--- src/shared/gauge_defines.svh ---
// Command codes, bit positions, reset values and timing figures of the gauge command bank
`ifndef GAUGE_DEFINES_SVH
`define GAUGE_DEFINES_SVH
`define SLAVE_ADDR 7'h0b
`define BITS_PER_BYTE 4'h8
`define CMD_TEMP 8'h08
`define CMD_VOLT 8'h09
`define CMD_CURR 8'h0a
`define CMD_AVG_CURR 8'h0b
`define CMD_ERR 8'h0c
`define CMD_REL_SOC 8'h0d
`define CMD_ABS_SOC 8'h0e
`define CMD_CAP_LEFT 8'h0f
`define CMD_FULL_CAP 8'h10
`define CMD_MIN_NOW 8'h11
`define CMD_MIN_AVG 8'h12
`define CMD_MIN_FULL 8'h13
`define CMD_CHG_CUR 8'h14
`define CMD_CHG_VOLT 8'h15
`define CMD_STATUS 8'h16
`define CMD_CYCLES 8'h17
`define CMD_DESIGN 8'h18
`define CMD_FLAGS 8'h2f
`define RST_TEMP 16'h0b72
`define RST_ERR 16'h0064
`define PCT_MAX 16'h0064
`define WORD_INVALID 16'hffff
`define WORD_MAX_MIN 16'hfffe
`define CYCLE_DROP 9'h00f
`define ST_OVERCHG 15
`define ST_TERMCHG 14
`define ST_OVERTEMP 12
`define ST_TERMDIS 11
`define ST_LOWCAP 9
`define ST_LOWTIME 8
`define ST_INIT 7
`define ST_DISCH 6
`define ST_FULL 5
`define ST_EMPTY 4
`define ST_ERR_MSB 3
`define CFG_FLAG_MASK 8'hf7
`define COND_FLAG_MASK 8'hef
`define TMR_W 33
`define MCLK_KHZ 64'h0000_0000_0001_86a0
`define SAVE_DEADLINE_MS 64'h0000_0000_0000_0190
`define AVG_SETTLE_MS 64'h0000_0000_0000_ea60
`endif

--- src/shared/gauge_pkg.sv ---
// Types shared by the gauge command bank and its link sampler
`include "gauge_defines.svh"
`default_nettype none
package gauge_pkg;
   typedef logic [15:0] word_t;
   typedef logic [`TMR_W-1:0] tick_t;
   typedef enum logic [3:0] {
      LK_IDLE = 4'h0, LK_ADDR = 4'h1, LK_ADDR_ACK = 4'h2, LK_CMD = 4'h3, LK_CMD_ACK = 4'h4,
      LK_WDATA = 4'h5, LK_WDATA_ACK = 4'h6, LK_TX = 4'h7, LK_TX_ACK = 4'h8
   } link_state_e;
   typedef struct packed {
      logic [2:0] scl_sync;
      logic [2:0] sda_sync;
      logic scl;
      logic sda;
      logic rise;
      logic fall;
      logic start;
      logic stop;
   } sampler_s;
   typedef struct packed {
      link_state_e st;
      logic [3:0] bit_cnt;
      logic [7:0] shreg;
      logic [7:0] cmd;
      logic rd;
      logic hi_byte;
      logic ack_seen;
      word_t tx_word;
      logic sda_o;
      logic sda_oe;
      word_t temp, volt, curr, avg_curr, err, full_cap, cycles;
      logic initialized, avg_ok;
      tick_t settle_tmr;
      logic [7:0] soc_base;
      logic cycle_armed, fcc_dirty, cyc_dirty;
      logic ee_valid, ee_sel;
      word_t ee_data;
      tick_t save_tmr;
      logic save_late;
      word_t sent_cur, sent_volt;
      logic bc_valid;
      logic [7:0] bc_cmd;
      word_t bc_word;
   } gauge_s;
endpackage
`default_nettype wire

--- src/shared/link_evt_if.sv ---
// Filtered bus events passed from the link sampler to the command bank
`default_nettype none
interface link_evt_if;
   logic scl_rise;
   logic scl_fall;
   logic start;
   logic stop;
   logic sda;
   modport src (output scl_rise, scl_fall, start, stop, sda);
   modport snk (input scl_rise, scl_fall, start, stop, sda);
endinterface
`default_nettype wire

--- src/hdl/link_sampler.sv ---
// Synchronises the two-wire bus pins and reports edges, start and stop
`default_nettype none
module link_sampler
   import gauge_pkg::*;
(
   input wire logic mclk,    // System clock
   input wire logic srst,    // Synchronous reset
   input wire logic ce,      // Clock enable
   input wire logic smbc_in, // Bus clock pin level
   input wire logic smbd_in, // Bus data pin level
   link_evt_if.src ev        // Filtered events
);
   sampler_s r, n;

   always_comb begin
      n = r;
      n.scl_sync = {r.scl_sync[1:0], smbc_in};
      n.sda_sync = {r.sda_sync[1:0], smbd_in};
      // A level counts only once the last two stages agree
      if (r.scl_sync[1] == r.scl_sync[2]) begin
         n.scl = r.scl_sync[2];
      end
      if (r.sda_sync[1] == r.sda_sync[2]) begin
         n.sda = r.sda_sync[2];
      end
      n.rise = ~r.scl & n.scl;
      n.fall = r.scl & ~n.scl;
      // Data moving while the clock is steady high frames a transfer
      n.start = r.scl & n.scl & r.sda & ~n.sda;
      n.stop = r.scl & n.scl & ~r.sda & n.sda;
   end

   always_ff @(posedge mclk) begin
      if (srst) begin
         r <= '0;
         r.scl_sync <= 3'h7;
         r.sda_sync <= 3'h7;
         r.scl <= 1'b1;
         r.sda <= 1'b1;
      end else if (ce) begin
         r <= n;
      end
   end

   assign ev.scl_rise = r.rise;
   assign ev.scl_fall = r.fall;
   assign ev.start = r.start;
   assign ev.stop = r.stop;
   assign ev.sda = r.sda;
endmodule
`default_nettype wire

--- src/hdl/gauge_cmd_regs.sv ---
// Read-only battery data command bank behind the two-wire slave port
//
// Functional notes
// - Commands answer read-word: code, then 16-bit word
// - 0x08 returns temperature in tenth kelvin
// - 0x09 returns pack voltage in millivolts
// - 0x0a returns signed current, positive charging
// - 0x0b returns averaged current, valid after minute
// - 0x0c returns error margin, limited to 100
// - 0x0d returns percent of learned full capacity
// - 0x0e returns percent of design, may exceed
// - 0x0f returns remaining capacity in mAh
// - 0x10 returns full capacity, stored until learned
// - Learned full capacity saved to EEPROM promptly
// - 0x11 minutes from current, 65535 unless discharging
// - 0x12 minutes from average, 65535 unless discharging
// - 0x13 minutes to full, 65535 unless charging
// - 0x14 charge current request, broadcast when enabled
// - 0x15 charge voltage request, broadcast when enabled
// - Status alarm bits at fixed masks, two reserved
// - Status state bits plus low error nibble
// - Low capacity alarm from current, low time alarm from average
// - Cycle counts after 15 percent drop, saved
// - Cycle count saturates at 65535
// - Two flag bytes with fixed bit layout
// - 0x18 returns design capacity in mAh
`include "gauge_defines.svh"
`default_nettype none
module gauge_cmd_regs #(
   parameter longint unsigned SAVE_CYCLES = `SAVE_DEADLINE_MS * `MCLK_KHZ,
   parameter longint unsigned SETTLE_CYCLES = `AVG_SETTLE_MS * `MCLK_KHZ
) (
   input wire logic mclk,                     // System clock, 100 MHz
   input wire logic srst,                     // Synchronous reset
   input wire logic ce,                       // Clock enable
   input wire logic smbc_in,                  // Bus clock pin
   input wire logic smbd_in,                  // Bus data pin level
   output logic smbd_out,                     // Bus data drive value
   output logic smbd_oe,                      // Bus data pull-down enable
   input wire logic meas_valid,               // New measurement set
   input wire gauge_pkg::word_t meas_temp,    // Temperature sample
   input wire gauge_pkg::word_t meas_volt,    // Voltage sample
   input wire gauge_pkg::word_t meas_curr,    // Signed current sample
   input wire gauge_pkg::word_t meas_avg,     // Signed averaged current
   input wire gauge_pkg::word_t meas_err,     // Error margin estimate
   input wire gauge_pkg::word_t soc_rel,      // Percent of full estimate
   input wire gauge_pkg::word_t soc_abs,      // Percent of design estimate
   input wire gauge_pkg::word_t cap_left,     // Remaining capacity
   input wire gauge_pkg::word_t min_now_raw,  // Minutes left at current
   input wire gauge_pkg::word_t min_avg_raw,  // Minutes left at average
   input wire gauge_pkg::word_t min_full_raw, // Minutes to full
   input wire logic ee_loaded,                // EEPROM image loaded
   input wire gauge_pkg::word_t ee_full_cap,  // Stored full capacity
   input wire gauge_pkg::word_t ee_cycles,    // Stored cycle count
   input wire gauge_pkg::word_t design_cap,   // Design capacity
   input wire logic learn_valid,              // New capacity learned
   input wire gauge_pkg::word_t learn_cap,    // Learned capacity
   input wire logic charge_done,              // End of charge seen
   input wire gauge_pkg::word_t chg_cur_req,  // Wanted charge current
   input wire gauge_pkg::word_t chg_volt_req, // Wanted charge voltage
   input wire logic bcast_enable,             // Broadcasts allowed
   input wire logic bcast_done,               // Broadcast engine took word
   input wire logic [3:0] alarm_in,           // Overchg, termchg, overtemp, termdis
   input wire logic pack_full,                // Fully charged state
   input wire logic pack_empty,               // Fully discharged state
   input wire logic [3:0] err_code,           // Status error code
   input wire gauge_pkg::word_t cap_alarm,    // Low capacity threshold
   input wire gauge_pkg::word_t time_alarm,   // Low time threshold
   input wire logic [7:0] cfg_flags,          // Configuration flag byte
   input wire logic [7:0] cond_flags,         // Condition flag byte
   output logic ee_wr_valid,                  // EEPROM save request
   output logic ee_wr_sel,                    // 0 full capacity, 1 cycles
   output gauge_pkg::word_t ee_wr_data,       // Word to save
   input wire logic ee_wr_done,               // Save accepted
   output logic ee_save_late,                 // Save missed its deadline
   output logic bcast_valid,                  // Charger broadcast pending
   output logic [7:0] bcast_cmd,              // Broadcast command code
   output gauge_pkg::word_t bcast_word        // Broadcast value
);
   import gauge_pkg::*;

   gauge_s r, n;
   link_evt_if ev ();

   link_sampler u_sampler (
      .mclk(mclk),
      .srst(srst),
      .ce(ce),
      .smbc_in(smbc_in),
      .smbd_in(smbd_in),
      .ev(ev)
   );

   function automatic word_t pct_limit(input word_t v);
      return (v > `PCT_MAX) ? `PCT_MAX : v;
   endfunction

   // Invalid marker when inactive; keep real estimates off the marker
   function automatic word_t sat_minutes(input word_t raw, input logic active);
      if (!active) begin
         return `WORD_INVALID;
      end
      return (raw == `WORD_INVALID) ? `WORD_MAX_MIN : raw;
   endfunction

   function automatic logic cmd_known(input logic [7:0] c);
      return (c inside {[`CMD_TEMP:`CMD_DESIGN]}) || (c == `CMD_FLAGS);
   endfunction

   function automatic word_t status_word();
      word_t w;
      w = '0;
      w[`ST_OVERCHG] = alarm_in[3];
      w[`ST_TERMCHG] = alarm_in[2];
      w[`ST_OVERTEMP] = alarm_in[1];
      w[`ST_TERMDIS] = alarm_in[0];
      w[`ST_LOWCAP] = r.curr[15] && (cap_left < cap_alarm);
      w[`ST_LOWTIME] = sat_minutes(min_avg_raw, r.avg_curr[15]) < time_alarm;
      w[`ST_INIT] = r.initialized;
      w[`ST_DISCH] = r.curr[15];
      w[`ST_FULL] = pack_full;
      w[`ST_EMPTY] = pack_empty;
      w[`ST_ERR_MSB:0] = err_code;
      return w;
   endfunction

   function automatic word_t read_word(input logic [7:0] c);
      word_t w;
      w = '0;
      case (c)
         `CMD_TEMP: w = r.temp;
         `CMD_VOLT: w = r.volt;
         `CMD_CURR: w = r.curr;
         `CMD_AVG_CURR: w = r.avg_ok ? r.avg_curr : '0;
         `CMD_ERR: w = pct_limit(r.err);
         `CMD_REL_SOC: w = pct_limit(soc_rel);
         `CMD_ABS_SOC: w = soc_abs;
         `CMD_CAP_LEFT: w = cap_left;
         `CMD_FULL_CAP: w = r.full_cap;
         `CMD_MIN_NOW: w = sat_minutes(min_now_raw, r.curr[15]);
         `CMD_MIN_AVG: w = sat_minutes(min_avg_raw, r.avg_curr[15]);
         `CMD_MIN_FULL: w = sat_minutes(min_full_raw, !r.avg_curr[15] && (r.avg_curr != '0));
         `CMD_CHG_CUR: w = chg_cur_req;
         `CMD_CHG_VOLT: w = chg_volt_req;
         `CMD_STATUS: w = status_word();
         `CMD_CYCLES: w = r.cycles;
         `CMD_DESIGN: w = design_cap;
         `CMD_FLAGS: w = {cfg_flags & `CFG_FLAG_MASK, cond_flags & `COND_FLAG_MASK};
         default: w = '0;
      endcase
      return w;
   endfunction

   always_comb begin
      word_t rw;
      rw = read_word(r.cmd);
      n = r;

      if (meas_valid) begin
         n.temp = meas_temp;
         n.volt = meas_volt;
         n.curr = meas_curr;
         n.avg_curr = meas_avg;
         n.err = meas_err;
      end

      // Averaging window needs a full minute before it means anything
      if (!r.avg_ok) begin
         n.settle_tmr = r.settle_tmr + tick_t'(1);
         if (r.settle_tmr == tick_t'(SETTLE_CYCLES - 1)) begin
            n.avg_ok = 1'b1;
         end
      end

      if (ee_loaded) begin
         n.full_cap = ee_full_cap;
         n.cycles = ee_cycles;
         n.initialized = 1'b1;
      end

      // EEPROM writer serves one word at a time; clear before set so a new event wins
      if (r.ee_valid && ee_wr_done) begin
         n.ee_valid = 1'b0;
      end else if (!r.ee_valid && r.fcc_dirty) begin
         n.ee_valid = 1'b1;
         n.ee_sel = 1'b0;
         n.ee_data = r.full_cap;
         n.fcc_dirty = 1'b0;
      end else if (!r.ee_valid && r.cyc_dirty) begin
         n.ee_valid = 1'b1;
         n.ee_sel = 1'b1;
         n.ee_data = r.cycles;
         n.cyc_dirty = 1'b0;
      end

      if (learn_valid) begin
         n.full_cap = learn_cap;
         n.fcc_dirty = 1'b1;
      end

      if (charge_done) begin
         n.soc_base = 8'(pct_limit(soc_rel));
         n.cycle_armed = 1'b1;
      end else if (r.cycle_armed && r.curr[15] &&
                   ({1'b0, 8'(pct_limit(soc_rel))} + `CYCLE_DROP <= {1'b0, r.soc_base})) begin
         n.cycle_armed = 1'b0;
         n.cyc_dirty = 1'b1;
         if (r.cycles != `WORD_INVALID) begin
            n.cycles = r.cycles + 16'h0001;
         end
      end

      // Deadline watch covers queueing plus the EEPROM handshake
      if (r.ee_valid || r.fcc_dirty || r.cyc_dirty) begin
         if (r.save_tmr == tick_t'(SAVE_CYCLES - 1)) begin
            n.save_late = 1'b1;
         end else begin
            n.save_tmr = r.save_tmr + tick_t'(1);
         end
      end else begin
         n.save_tmr = '0;
      end

      if (r.bc_valid && bcast_done) begin
         n.bc_valid = 1'b0;
      end else if (!r.bc_valid && bcast_enable && (chg_cur_req != r.sent_cur)) begin
         n.bc_valid = 1'b1;
         n.bc_cmd = `CMD_CHG_CUR;
         n.bc_word = chg_cur_req;
         n.sent_cur = chg_cur_req;
      end else if (!r.bc_valid && bcast_enable && (chg_volt_req != r.sent_volt)) begin
         n.bc_valid = 1'b1;
         n.bc_cmd = `CMD_CHG_VOLT;
         n.bc_word = chg_volt_req;
         n.sent_volt = chg_volt_req;
      end

      if (ev.stop) begin
         n.st = LK_IDLE;
         n.sda_oe = 1'b0;
      end else if (ev.start) begin
         n.st = LK_ADDR;
         n.bit_cnt = '0;
         n.sda_oe = 1'b0;
      end else begin
         unique case (r.st)
            LK_IDLE: begin
            end
            LK_ADDR, LK_CMD, LK_WDATA: begin
               if (ev.scl_rise) begin
                  n.shreg = {r.shreg[6:0], ev.sda};
                  n.bit_cnt = r.bit_cnt + 4'h1;
               end else if (ev.scl_fall && r.bit_cnt == `BITS_PER_BYTE) begin
                  n.bit_cnt = '0;
                  if (r.st == LK_ADDR) begin
                     if (r.shreg[7:1] == `SLAVE_ADDR) begin
                        n.rd = r.shreg[0];
                        n.st = LK_ADDR_ACK;
                        n.sda_oe = 1'b1;
                     end else begin
                        n.st = LK_IDLE;
                     end
                  end else if (r.st == LK_CMD) begin
                     if (cmd_known(r.shreg)) begin
                        n.cmd = r.shreg;
                        n.st = LK_CMD_ACK;
                        n.sda_oe = 1'b1;
                     end else begin
                        n.st = LK_IDLE;
                     end
                  end else begin
                     n.st = LK_WDATA_ACK;
                     n.sda_oe = 1'b1;
                  end
               end
            end
            LK_ADDR_ACK, LK_CMD_ACK, LK_WDATA_ACK: begin
               if (ev.scl_fall) begin
                  n.sda_oe = 1'b0;
                  if (r.st == LK_ADDR_ACK && r.rd) begin
                     // Whole word is frozen here so both bytes come from one sample
                     n.tx_word = rw;
                     n.shreg = rw[7:0];
                     n.hi_byte = 1'b0;
                     n.sda_oe = ~rw[7];
                     n.st = LK_TX;
                  end else if (r.st == LK_ADDR_ACK) begin
                     n.st = LK_CMD;
                  end else begin
                     n.st = LK_WDATA;
                  end
               end
            end
            LK_TX: begin
               if (ev.scl_rise) begin
                  n.bit_cnt = r.bit_cnt + 4'h1;
               end else if (ev.scl_fall) begin
                  if (r.bit_cnt == `BITS_PER_BYTE) begin
                     n.bit_cnt = '0;
                     n.sda_oe = 1'b0;
                     n.st = LK_TX_ACK;
                  end else begin
                     n.shreg = {r.shreg[6:0], 1'b0};
                     n.sda_oe = ~r.shreg[6];
                  end
               end
            end
            LK_TX_ACK: begin
               if (ev.scl_rise) begin
                  n.ack_seen = ~ev.sda;
               end else if (ev.scl_fall) begin
                  if (r.ack_seen && !r.hi_byte) begin
                     n.shreg = r.tx_word[15:8];
                     n.hi_byte = 1'b1;
                     n.sda_oe = ~r.tx_word[15];
                     n.st = LK_TX;
                  end else begin
                     n.st = LK_IDLE;
                  end
               end
            end
            default: begin
               n.st = LK_IDLE;
               n.sda_oe = 1'b0;
            end
         endcase
      end
   end

   always_ff @(posedge mclk) begin
      if (srst) begin
         r <= '0;
         r.temp <= `RST_TEMP;
         r.err <= `RST_ERR;
      end else if (ce) begin
         r <= n;
      end
   end

   assign smbd_out = r.sda_o;
   assign smbd_oe = r.sda_oe;
   assign ee_wr_valid = r.ee_valid;
   assign ee_wr_sel = r.ee_sel;
   assign ee_wr_data = r.ee_data;
   assign ee_save_late = r.save_late;
   assign bcast_valid = r.bc_valid;
   assign bcast_cmd = r.bc_cmd;
   assign bcast_word = r.bc_word;
endmodule
`default_nettype wire

--- config.mk ---
export PLATFORM = sky130hd
export DESIGN_NAME = gauge_cmd_regs
export DESIGN_NICKNAME = d
export VERILOG_FILES = /design/src/shared/gauge_pkg.sv /design/src/shared/link_evt_if.sv /design/src/hdl/link_sampler.sv /design/src/hdl/gauge_cmd_regs.sv
export VERILOG_INCLUDE_DIRS = /design/src /design/src/shared
export SDC_FILE = /design/constraint.sdc
export NUM_CORES = 1
export LEC_CHECK = 0
export BUFFER_PORTS_ARGS = -buffer_cell sky130_fd_sc_hd__buf_2
export CORE_UTILIZATION = 48
export CTS_CLUSTER_SIZE = 28
export DETAILED_ROUTE_END_ITERATION = 10
export PLACE_DENSITY = 0.72
export SYNTH_ARGS = -nofsm -noshare
export SYNTH_HDL_FRONTEND = slang
export SYNTH_SLANG_ARGS = --single-unit
--- constraint.sdc ---
create_clock -name mclk -period 5.5 [get_ports mclk]
set_clock_uncertainty 0.1 [all_clocks]
set_input_delay 1.1 -clock mclk [delete_from_list [all_inputs] [get_ports mclk]]
set_output_delay 1.1 -clock mclk [all_outputs]
set_load 0.05 [all_outputs]
# Word level (Yosys, flattened, before mapping)
# Cells that the tools add are included.
# Widths: inputs -> output; s select.
# word_totals
regBits	323
input_bits	342
out_inout_bits	46
wordCells	300
# classes
n_addsub	5
magnitude_cmp	7
eq_ne	65
mux	100
n_bitwise	22
n_reduce_logical	60
# op_table
op	n
$mux 16	19
$pmux 16 s18	1
$mux 33	3
$mux 8	11
$eq 8x5->1 const B	9
$add 33x1->33 const B	2
$eq 8x4->1 const B	8
$mux 25	2
$eq 16x16->1 const B	3
$mux 1	40
$mux 4	10
$mux 34	1
$eq 33x26->1 const B	1
$eq 33x33->1 const B	1
$gt 16x7->1 const B	2
$lt 16x16->1	2
$ne 16x16->1	2
$pmux 8 s4	1
$ne 4x2->1 const B	5
$pmux 4 s5	1
$mux 19	1
$mux 18	1
$reduce_and 2->1	9
$reduce_and 9->1	2
45 further kinds	122

# Depth between registers and ports, before layout
# Gate-level depths: netlist of run 1.
# logic_depth
word_depth	12
mapped_depth	18
depth_no_buf	16

# By module
# Synthesis of run 1 repeated with hierarchy kept, for this count alone.
# hier_totals
cells_unflattened	2242
hier_area_um2	17463.0
# modules_own_cells
module	n_inst	cells_each	area_each_um2	seq_area_each_um2
gauge_cmd_regs	1	2191	16982.5	5945.7
link_sampler	1	51	480.5	240.2

# Worst setup path before layout of run 1
# Ideal clock, no wire load.
# synth_path
path_kind	input to register
from	in soc_rel[12]
to	reg r[164] (netlist name)
setup_time_ps	131
arrival_ps	4251
t_required_ps	5269
setup_slack_ps	1018
cell_stages	17
path_buffers	2
cell_sequence	nor4_1 > nand3_1 > nor2_1 > nand2_1 > ha_1 > nor3b_1 > o21ai_0 > ha_1 > a211o_1 > o221ai_1 > a211o_1 > and2_1 > buf_2 > clkbuf_1 > nand4_1 > o31ai_1 > nor3_1
# synth_between
elab_chain_len	7
# synth_lines
element	line_no	text
start, declared	gauge_cmd_regs.sv:46	input wire gauge_pkg::word_t soc_rel,
$gt 16x7->1 (no source line)	n/a	
$mux 16	gauge_cmd_regs.sv:95	return (v > `PCT_MAX) ? `PCT_MAX : v;
$add 8x4->9 (no source line)	n/a	
$le 9x8->1	gauge_cmd_regs.sv:205	({1'b0, 8'(pct_limit(soc_rel))} + `CYCLE_DROP <= {1'b0, r.soc_base})) begin
$logic_and 1x1->1	gauge_cmd_regs.sv:204	end else if (r.cycle_armed && r.curr[15] &&
$mux 16	gauge_cmd_regs.sv:204	
$mux 16	gauge_cmd_regs.sv:201	if (charge_done) begin
end signal, assigned	gauge_cmd_regs.sv:336	r <= n;
end, declared	gauge_cmd_regs.sv:82	gauge_s r, n;
# Every way passes these cells.
# A chain may end at the register's enable or synchronous reset.

# Final worst setup path of run 1
# layout_path
from	in soc_rel[12]
to	reg r[163] (netlist name)
# The elaborated chain is that of the path after synthesis.

==> run summary, run 1 <==
The net switching fraction of the power is 0.267, and the minimum clock period is 4.79 ns. The die covers 36600 µm². The core region is 35400 µm².

The critical-path cell with the highest stage delay was sky130_fd_sc_hd__nor2_1. For this run, the slowest stage of the critical path takes 0.43 ns. Ratio of total power to cell area: 267 nW/µm².

The tools report the endpoint of the worst setup timing path as r[163]. Setup repair after global routing left no endpoint under its margin. The worst setup path is captured at a flip-flop. The area growth from synthesis to layout is 17.1%. In this run the critical register-to-register path is captured at r[299]. The path depth of the worst reg2reg path came out at 7. The count of pins over their slew limit is 0, and the total net switching power is 1.44 mW.

Ratio of routed vias to standard cells: 6.06. In this run, placement finished with an instance count of 2866. Once the clock tree was built, the resizer swapped 0 gates to a different size. The logs give 0.156 for the headroom to the max-slew limit and 2828 for the number of nets in the layout.

After synthesis, the cell types taking the most area are sky130_fd_sc_hd__dfxtp_1 36%, sky130_fd_sc_hd__nand2_1 6.6%, sky130_fd_sc_hd__nor2_1 5.4%. The flow ran to the end, and the final reports show no timing, DRC or antenna violations. The synthesized netlist occupies a cell area of 17200 µm². In this run the cell area measured after placement is 19000 µm².

The critical path is of the input port to flip-flop type. The finished layout holds 2933 standard cells, fillers aside. The logs give 0.445 for the part of the power in registers and 30200 µm for the sum of met2 wire segment lengths after detailed routing.

The number of setup violations in the final report is 0, and the final RePlAce weighted congestion is 0.965. Via count of the routed design: 17800. The most common cell in the netlist is sky130_fd_sc_hd__dfxtp_1. The deepest level of the CTS H-tree is 2, and the register area share after synthesis is 0.359. The count of mapped cells out of synthesis was 2170; the data required time at the worst endpoint was 5.76 ns. The die outline height came out at 191 µm.

The initialized floorplan defines 69 standard-cell rows. TritonCTS built the clock tree. The number of max-capacitance violations reported is 0, and the number of nets with antenna violations after routing is 0.

Sorting the synthesized cells by how often they occur yields 309 x sky130_fd_sc_hd__dfxtp_1, 305 x sky130_fd_sc_hd__nand2_1, 247 x sky130_fd_sc_hd__nor2_1. Buffers inserted during clock tree synthesis total 35. For this run, the number of Yosys warnings is 0.

Data arrives at the worst endpoint at 5.05 ns. 388 I/O pins were placed. The first detailed-routing pass took 8 iterations. The final worst hold slack came out at 0.354 ns. The tools report the clock latency at the later pin of the worst-skew pair as 0.54 ns.

The layout cell share with drive strength beyond 1 works out to 0.206. The mean post-synth cell area is 7.94 µm². The initial antenna violation count is 9, and the number of port buffers is 379. The share of power burned in the clock network was 0.435; the mean routed wirelength per cell was 22.4 µm.

After clock tree synthesis, the flow added hold-fix buffers numbering 0. The first global-routing pass estimated 96700 µm of wire. After routing the design area is 20200 µm².

Counting flops and latches in the post-synthesis netlist gives 309. The met3 routed wirelength was 5680 µm. The tools report the number of sinks handled by clock tree synthesis as 309. The post-route total power came out at 5.39 mW. The die is 191 µm wide. Of all cell types, the one taking the most synthesized area is sky130_fd_sc_hd__dfxtp_1.

Walking the worst path, the cells encountered are buf_2 -> nor4_1 -> nand3_1 -> nor2_1 -> nand2_1 -> ha_1 -> nor3b_1 -> o21ai_0 -> ha_1 -> a211o_1 -> o221ai_1 -> a211o_1 -> and2_1 -> buf_4 -> nor2_8 -> a311oi_1 -> nor4_1. The internal power of the cells totals 3.95 mW. Combinational share of power: 0.120. The min-delay analysis places its worst path in the category flip-flop to flip-flop.

The run gives 0 ns as the final-layout setup total negative slack. The starting DRC count in detailed routing was 1821; the global-route total usage across every layer was 0.349. Among all flip-flop cells after synthesis, the most frequent one is sky130_fd_sc_hd__dfxtp_1. In this run the critical register-to-register path is launched from r[289]. The number of hold violations in the final report was 0; the number of library cell types mapped by synthesis was 92.

Clock-pin slew was measured on the worst setup and hold paths at 0.06 ns. The final worst setup slack was 0.714 ns; the number of global-route vias before repair was 16800. The share of the core filled with cells in the final layout is 0.570. In this run, synthesis inferred 0 flip-flops with an integrated enable.

For the overall overflow remaining after global route, the log shows 0. The share of the synthesized area in the top cell type was 0.359; the starting density of the core was 0.487. Highest signal layer in the routed design: met5. The transition time at the pin with the least slew margin came out at 1.27 ns.

The proportion of register bits with asynchronous set or reset after synthesis was 0; the routed metal-1 wire length was 26100 µm. Clock tree synthesis selected as its root buffer the cell sky130_fd_sc_hd__clkbuf_16. The number of setup buffers added after CTS is 0. The leakage power figure was 8.08 nW; the critical-path maximum fanout was 22. The worst supply voltage drop on vdd is 0.000322 V, and the pin count of the biggest net entering global routing is 110.

After detailed routing, the total wire length is 65800 µm. The kind of start point of the critical path is an input port. In the routed design, unresolved DRC markers number 0.

Static timing analysis puts the maximum clock frequency at 209 MHz. The share of the clock period used by the worst path was 0.870. The tools report the first element of the critical path as soc_rel[12]. In this run the deepest clock path goes through 3 buffers. The pre-CTS setup slack is 0.229 ns. The wire-length estimate of the detail-placed layout is 50800 µm. The flop-to-flop setup slack was 1.88 ns.
## power by group through the flow
stage | sequential [mW] | clock [mW] | combinational (mW)
detailed placement | 2.44 | 0 | 0.638
global placement | 2.44 | 0 | 0.629
global route | 2.40 | 2.46 | 0.699
CTS | 2.39 | 2.36 | 0.641
finish | 2.40 | 2.35 | 0.649
floorplan | 2.41 | 0 | 0.394
## how the worst min path moves through the flow
stage                   to  slack, ns  cells after the start  startpoint
finish              r[222]       0.35                      2      r[222]
global route        r[222]       0.37                      2      r[222]
CTS                 r[195]       0.35                      2      r[195]
global placement    r[222]       0.34                      2      r[222]
detailed placement  r[195]       0.35                      2      r[195]
floorplan           r[119]       0.33                      2      r[119]
## critical path, delay by kind of cell
kind	cells	cell delay, ns
simple gates	8	1.78
compound gates	5	1.20
fa+ha+maj	2	0.55
buf+inv	2	0.41
## placed cells by master, fill, tap and decap left out, drive strengths merged, types with 16 or more instances in the layout
cell    netlist  routed
o22ai        20      20
and3         22      22
nor3         57      57
clkbuf       86      53
nand4        68      68
nand2b       16      16
nor2b        17      17
inv          63      63
a221oi       16      16
nor4         24      24
buf          84     398
xor2         51      51
or2          21      21
nor2        258     258
and2         16      16
a21oi       140     140
nand3        61      61
nand2       306     306
a211oi       65      65
a222oi       22      22
a22oi        55      55
o21ai        71      71
nand3b       21      21
xnor2        44      44
mux2i        61      61
dfxtp       309     309
ha           44      44
## final cells by class
type / count / area (µm²)
sequential: 309 / 6190
antenna: 9 / 22.5
clock inverter: 6 / 82.6
inverter: 64 / 240
timing repair buffer: 399 / 2060
clock buffer: 52 / 1040
fill: 3357 / 15200
multi-input combinational: 1633 / 9960
tap: 461 / 577
## sequential cells by signal, indices dropped and copies added, names as in the netlist
signal                 count
u_sampler.ev.scl_fall      1
ee_wr_data                16
u_sampler.ev.sda           1
ee_wr_sel                  1
u_sampler.ev.scl_rise      1
bcast_cmd                  2
u_sampler.r                3
ee_wr_valid                1
ee_save_late               1
bcast_word                16
bcast_valid                1
u_sampler.n                4
u_sampler.ev.start         1
r                        258
smbd_oe                    1
u_sampler.ev.stop          1
## per-layer routing
layer  vias to the layer above  track usage
li1                       8305            -
met3                       189       0.0676
met2                       896        0.568
met1                      8376        0.427
met5                         -            0
met4                         2        0.205
## cells by family after synthesis
family,count (synthesis),share of synthesized area
AO/OA/AOI/OAI,491,0.194
XOR/XNOR,95,0.0483
adder cells (fa/ha/maj),45,0.0325
buffers and inverters,234,0.0652
flip-flops,309,0.359
multiplexers,63,0.0374
other,1,0.000218
AND/OR/NAND/NOR,932,0.263
(Power assumes the default switching activity.)
==> run 2: changes to the inputs <==
--- a/config.mk
+++ b/config.mk
@@ -7,10 +7,12 @@
 export NUM_CORES = 1
 export LEC_CHECK = 0
 export BUFFER_PORTS_ARGS = -buffer_cell sky130_fd_sc_hd__buf_2
-export CORE_UTILIZATION = 48
+export CELL_PAD_IN_SITES_DETAIL_PLACEMENT = 0
+export CELL_PAD_IN_SITES_GLOBAL_PLACEMENT = 1
+export CORE_UTILIZATION = 40
 export CTS_CLUSTER_SIZE = 28
 export DETAILED_ROUTE_END_ITERATION = 10
-export PLACE_DENSITY = 0.72
+export PLACE_DENSITY_LB_ADDON = 0.1
 export SYNTH_ARGS = -nofsm -noshare
 export SYNTH_HDL_FRONTEND = slang
 export SYNTH_SLANG_ARGS = --single-unit
==> run 2 against run 1 <==
Compared with the run above:
- wire length rose by 7.3%
- cell area grew 1.2%
- global-route usage shrank 3.2 points
- die area is 20% higher
- sequential cell count is the same
- non-clock buffer count rose by 7
- worst setup slack improved by 0.30 ns
- utilization fell by 8.7 points
- cell count is 3.0% higher
- worst hold slack got worse by 0.0016 ns
- fmax up 6.7%
- clock-buffer cell count is 1 higher
==> run summary, run 2 (synthesis results as in run 1) <==
The run finished with clean final reports. The transition time at the pin with the least slew margin came out at 1.29 ns (+0.0203 ns). The kind of cell with the highest combined delay along the critical path is compound AO/OA/AOI/OAI gates. For the global-route wire length before repair, the log shows 105000 µm (+9.0%). The type of destination of the critical path was a flip-flop. The flop-to-flop setup slack is 1.64 ns (-0.24 ns), and the starting density of the core is 0.408 (-0.0787). Leaving out fill and tap cells, the most frequent cells in the layout are 378 x sky130_fd_sc_hd__buf_2, 309 x sky130_fd_sc_hd__dfxtp_1, 304 x sky130_fd_sc_hd__nand2_1.

In this run the clock root is driven by a sky130_fd_sc_hd__clkbuf_16. The clock-pin slew reported for the worst setup and hold paths after clock tree synthesis works out to 0.06 ns (about the same). The ratio of routed vias to standard cells is 5.83 (-3.8%). The tools report the clock latency at the later pin of the worst-skew pair as 0.56 ns (+0.02 ns). The run gives 5.84 ns (+0.08 ns) as the data required time at the worst endpoint.

TritonCTS built the clock tree. The number of setup violations in the final report is 0 (unchanged), and the ratio of total power to cell area is 272 nW/µm² (+1.8%). The tools report the number of setup buffers added after CTS as 0 (unchanged). The number of global-route vias before repair is 16800 (+0.077%), and the achievable frequency is 223 MHz (+6.7%).

The share of the clock period used by the worst path came out at 0.816 (-0.0545). The placed instance area is 19200 µm² (+0.86%). Critical register-to-register path endpoint: r[297]. The pin count of the biggest net entering global routing was 129 (+17%); the flip-flop count of the largest register, all copies and words added was 258 (unchanged). The area growth from synthesis to layout is 18.5%. For the worst supply voltage drop on vdd, the log shows 0.000196 V (-39%). The worst path arrival time is 4.82 ns (-0.23 ns), and the number of port buffers is 379 (unchanged). The count of pins over their slew limit came out at 0 (unchanged). The most critical setup path has its endpoint at r[166]. The tools report the overall die area as 43900 µm² (+20%). The deepest level of the CTS H-tree was 2 (unchanged); the final-layout setup total negative slack was 0 ns (unchanged). The logs give 0.143 (-0.0130) for the headroom to the max-slew limit and 55500 µm (+9.1%) for the detailed placer's ending HPWL. The die outline height was 210 µm (+9.4%); the leakage power figure was 8.16 nW (+1.1%). The number of nets with antenna violations after routing is 0 (unchanged), and the overall overflow remaining after global route is 0 (unchanged). The tools report the count of hold buffers inserted by post-cts repair as 0 (unchanged). Total stage count of the critical path: 17 (unchanged). r holds more flip-flops than any other register. The starting DRC count in detailed routing came out at 1561 (-14%). The global-route total usage across every layer was 0.317 (-0.0319); the layout cell share with drive strength beyond 1 was 0.211 (+0.00480).

The largest stage delay on the critical path came out at 0.40 ns (-0.03 ns). The critical-path maximum fanout is 7 (-68%), and the CTS buffer count is 37 (+5.7%). The floorplan die width works out to 210 µm (+9.4%).

Critical-path cell with the highest stage delay: sky130_fd_sc_hd__a2111oi_1. The pre-CTS setup slack was 0.487 ns (+0.258 ns); the core box area was 42200 µm² (+19%). The run gives 0 (unchanged) as the count of instances resized after the clock tree is built.

The logs give 2837 (+0.32%) for the number of nets in the layout and 0 (unchanged) for the number of hold violations in the final report. The path depth of the worst reg2reg path was 9 (+2); the number of sinks handled by clock tree synthesis was 309 (unchanged). The minimum clock period is 4.49 ns (-0.300 ns). Setup repair after global routing left no endpoint under its margin. The number of placement rows is 75 (+8.7%), and the via count of the routed design is 17600 (-0.93%). Traced cell by cell, the critical path runs through buf_2 -> nor4_1 -> nand3_1 -> nor2_1 -> buf_4 -> nand2_1 -> ha_1 -> nor3b_1 -> o21ai_0 -> ha_1 -> a211o_1 -> o221ai_1 -> a211o_1 -> and2_1 -> and2_1 -> a211oi_1 -> a2111oi_1. The final worst setup slack came out at 1.01 ns (+0.300 ns).

The run gives 20400 µm² (+1.2%) as the final instance area. The run gives 3 (unchanged) as the deepest clock path buffer count. The I/O pin count was 388 (unchanged); the count of TritonRoute iterations in the first routing pass was 7 (-1). The number of max-capacitance violations reported is 0 (unchanged). The tools report the worst flop-to-flop path startpoint as r[289]. For the initial antenna violation count, the log shows 6 (-3). The final RePlAce weighted congestion is 1.01 (+4.5%), and the mean routed wirelength per cell is 23.4 µm (+4.2%). For the post-route total power, the log shows 5.55 mW (+3.0%). The number of buffer and inverter stages on the critical path is 2 (unchanged), and the final routed wirelength across all metal layers is 70600 µm (+7.3%). The library cell used most frequently in the layout, excluding fill and tap cells, is sky130_fd_sc_hd__buf_2. The kind of start point of the critical path was an input port. The category of the most critical setup path was input port to flip-flop. Type of the worst min-delay path: flip-flop to flip-flop. For the final worst hold slack, the log shows 0.353 ns (-0.00161 ns). In this run the worst setup path begins at soc_rel[12]. The residual DRC count is 0 (unchanged).
-- run 2: cell count changes in the layout (fill, tap and decap cells not counted), sizes merged --
cell | previous run | this run
buf | 398 | 405
diode | 9 | 4
clkinv | 4 | 7
inv | 63 | 66
bufinv | 2 | 3
clkbuf | 53 | 54
-- run 2: power breakdown --
group          leakage, nW  switching, mW  total, mW  internal (mW)
combinational         5.05          0.403      0.643          0.240
sequential            2.52         0.0905       2.41           2.32
clock                0.598           1.02       2.50           1.48
-- run 2: cell type report --
| type | instances | area [µm²] |
|---|---|---|
| clock inverters | 13 | 156 |
| well taps | 539 | 674 |
| fillers | 4306 | 21800 |
| repair buffers | 406 | 2120 |
| inverters | 64 | 240 |
| multi-input cells | 1633 | 9960 |
| diodes | 4 | 10.0 |
| flip-flops and latches | 309 | 6190 |
| clock buffers | 53 | 1060 |
-- run 2: metrics by stage --
step,util,cells
2_1_floorplan,-,2176
5_1_grt,0.483,3018
3_5_place_dp,0.454,2951
6_report,0.483,3021
4_1_cts,0.483,3017
3_3_place_gp,0.454,2951
-- run 2: tightest hold or removal path: cells and delay by family (launching register included) --
family | cells | cell delay [ns]
AOI/OAI and AO/OA | 1 | 0.05
DFF | 1 | 0.31
and+or+nand+nor | 1 | 0.05
-- run 2: worst min-delay path by stage --
| stage | cells after the start | startpoint | to | slack (ns) |
|---|---|---|---|---|
| global route | 2 | r[237] | r[237] | 0.37 |
| floorplan | 2 | r[119] | r[119] | 0.33 |
| global placement | 2 | r[115] | r[115] | 0.34 |
| CTS | 2 | r[116] | r[116] | 0.35 |
| finish | 2 | r[116] | r[116] | 0.35 |
| detailed placement | 2 | r[116] | r[116] | 0.35 |
-- run 2: routing by layer --
metal  up-vias  GRT usage  wire, µm
li1       8324          -         -
met1      8385      0.400     29200
met2       727      0.521     32700
met3       158     0.0624      5350
met4         8      0.148      3270
met5         -          0        56
==> run 3: changes to the inputs <==
==> constraint.sdc (replaced) <==
create_clock -name mclk -period 4.2 [get_ports mclk]
set_clock_uncertainty 0.1 [all_clocks]
set_input_delay 0.84 -clock mclk [delete_from_list [all_inputs] [get_ports mclk]]
set_output_delay 0.84 -clock mclk [all_outputs]
set_load 0.05 [all_outputs]
==> run 3 against run 2 <==
Compared with the run above:
- combinational power rose by 34%
- first-iteration DRC count fell by 3.5%
- sequential power rose by 31%
- clock power rose by 35%
- critical path depth rose by 1
- worst setup slack got worse by 0.67 ns
- clock-buffer cell count fell by 1
- non-clock buffer count rose by 37
- critical path type unchanged
- largest cell class unchanged
- highest routed layer unchanged
==> run summary, run 3 (synthesis results as in run 1) <==
The logs give 2 (unchanged) for the deepest level of the CTS H-tree and 71800 µm (+1.6%) for the final routed wirelength across all metal layers. The number of placement rows was 75 (unchanged). The clock latency at the later pin of the worst-skew pair came out at 0.57 ns (about the same). From synthesis to final layout, the design area changed by 20.7%. The count of TritonRoute iterations in the first routing pass is 6 (-1). The run gives 0.268 (+0.125) as the headroom to the max-slew limit.

The worst path arrival time was 4.20 ns (-0.62 ns); the residual DRC count was 0 (unchanged). The pre-CTS setup slack is -0.375 ns (-0.862 ns), and the critical-path maximum fanout is 12 (+5). The run gives 11 (+5) as the initial antenna violation count. The mean routed wirelength per cell was 23.4 µm (+0.28%); the final worst hold slack was 0.352 ns (-0.000458 ns). The number of nets in the layout is 2874 (+1.3%). Share of the clock period used by the worst path: 0.918.

STA classifies the critical path endpoint as a flip-flop. For the count of pins over their slew limit, the log shows 0 (unchanged). The logs give 106000 µm (+0.58%) for the global-route wire length before repair and 0 (unchanged) for the overall overflow remaining after global route. The logs give 2987 (+1.2%) for the number of placed instances, taps included and 0.986 (-2.2%) for the final RePlAce weighted congestion.

The number of max-capacitance violations reported came out at 0 (unchanged). Final worst setup slack: 0.346 ns (-0.667 ns). Setup repair after global routing left no endpoint under its margin. The number of setup violations in the final report was 0 (unchanged). The core box area was 42200 µm² (unchanged). The number of port buffers was 379 (unchanged); the final-layout setup total negative slack was 0 ns (unchanged).

The ratio of total power to cell area is 356 nW/µm² (+31%), and the path depth of the worst reg2reg path is 8 (-1). In the layout the commonest cells are 378 x sky130_fd_sc_hd__buf_2, 309 x sky130_fd_sc_hd__dfxtp_1, 304 x sky130_fd_sc_hd__nand2_1. The library cell used as clock root buffer is sky130_fd_sc_hd__clkbuf_16. The leakage power figure was 8.37 nW (+2.6%). For the starting density of the core, the log shows 0.408 (unchanged). The detailed placer's ending HPWL is 56700 µm (+2.2%), and the transition time at the pin with the least slew margin is 1.10 ns (-0.190 ns).

The library cell used most frequently in the layout, excluding fill and tap cells, is sky130_fd_sc_hd__buf_2. Timing would allow up to 260 MHz. The global-route total usage across every layer is 0.323 (+0.00595), and the number of global-route vias before repair is 17200 (+2.5%). r holds more flip-flops than any other register. The pin count of the biggest net entering global routing came out at 126 (-2.3%). By startpoint and endpoint, the worst setup path is classified as input port to flip-flop. The worst hold path depth was 2 (unchanged). The min-delay analysis places its worst path in the category flip-flop to flip-flop. Number of hold violations in the final report: 0 (unchanged).

TritonCTS built the clock tree. The run gives 1506 (-3.5%) as the starting DRC count in detailed routing. The tools report the data required time at the worst endpoint as 4.55 ns (-1.29 ns).

The overall die area was 43900 µm² (unchanged). The die outline height was 210 µm (unchanged); the I/O pin count was 388 (unchanged). The worst setup path is launched from an input port. The CTS buffer count came out at 37 (unchanged).

The clock-pin slew reported for the worst setup and hold paths after clock tree synthesis is 0.06 ns (about the same), and the non-filler instance count after layout is 3061 (+1.3%). The routed design could run at a clock period as short as 3.85 ns. The number of sinks handled by clock tree synthesis was 309 (unchanged); the worst supply voltage drop on vdd was 0.000248 V (+27%). The run finished with clean final reports. Floorplan die width: 210 µm (unchanged). The tools report the deepest clock path buffer count as 3 (unchanged). The logs give 0 (unchanged) for the count of hold buffers inserted by post-cts repair and 0 (unchanged) for the number of nets with antenna violations after routing. The tools report the via count of the routed design as 17600 (+0.24%). The flip-flop count of the largest register, all copies and words added was 258 (unchanged); the ratio of routed vias to standard cells was 5.76 (-1.1%). The layout cell share with drive strength beyond 1 works out to 0.225 (+0.0136).
run 3: cell types whose count changed in the layout (fill, tap and decap cells not counted), sizes merged:
cell      delta
buf         +37
diode        +3
clkinvlp     +2
inv          -2
bufinv       +1
clkbuf       -1
run 3: area by class of cell:
cell class	instances	area (µm²)
Fill cell	4272	21400
Antenna cell	7	17.5
Clock inverter	14	204
Inverter	64	240
Multi-Input combinational cell	1633	9970
Clock buffer	52	1070
Timing Repair Buffer	443	2420
Tap cell	539	674
Sequential cell	309	6190
run 3: path summary, 6_finish.rpt:
check,start,slack [ns],to
max,soc_rel[12],0.35,r[166]
min,r[238],0.35,r[238]
max reg2reg,r[288],0.77,r[299]
min reg2reg,r[238],0.35,r[238]
run 3: through the flow:
stage,power (mW),instance area [µm²],util
floorplan,3.67,17300,-
global route,7.65,20800,0.492
finish,7.39,20800,0.492
CTS,7.45,20800,0.492
global placement,4.06,19500,0.461
detailed placement,4.07,19500,0.461
run 3: worst max-delay path, cell delays in order:
cell                        delay, ns
sky130_fd_sc_hd__buf_2           0.10
sky130_fd_sc_hd__nor4_1          0.27
sky130_fd_sc_hd__nand3_1         0.19
sky130_fd_sc_hd__nor2_2          0.20
sky130_fd_sc_hd__nand2_1         0.10
sky130_fd_sc_hd__ha_1            0.21
sky130_fd_sc_hd__nor3b_1         0.16
sky130_fd_sc_hd__buf_4           0.13
sky130_fd_sc_hd__xor2_1          0.11
sky130_fd_sc_hd__nand2_1         0.09
sky130_fd_sc_hd__ha_1            0.31
sky130_fd_sc_hd__o221ai_1        0.14
sky130_fd_sc_hd__a211o_1         0.33
sky130_fd_sc_hd__and2_2          0.24
sky130_fd_sc_hd__buf_12          0.16
sky130_fd_sc_hd__nor2_8          0.18
sky130_fd_sc_hd__a211oi_1        0.07
sky130_fd_sc_hd__a2111oi_1       0.38
run 3: report_power, final:
| group | internal [mW] | switching [mW] | leakage [nW] |
|---|---|---|---|
| sequential | 3.03 | 0.117 | 2.52 |
| clock | 2.04 | 1.34 | 0.619 |
| combinational | 0.326 | 0.537 | 5.24 |
run 3: routing by layer:
metal | vias to the layer above | global-route usage | part of all wire
met5 | - | 0 | 0.00063
met3 | 154 | 0.0816 | 0.082
met1 | 8378 | 0.395 | 0.40
met2 | 700 | 0.533 | 0.47
li1 | 8405 | - | -
met4 | 8 | 0.150 | 0.045
run 3: what timing repair did:
action / CTS / global route
resized for setup: 0 / 2
setup endpoints to repair: 0 / 14
buffers inserted: 0 / 1
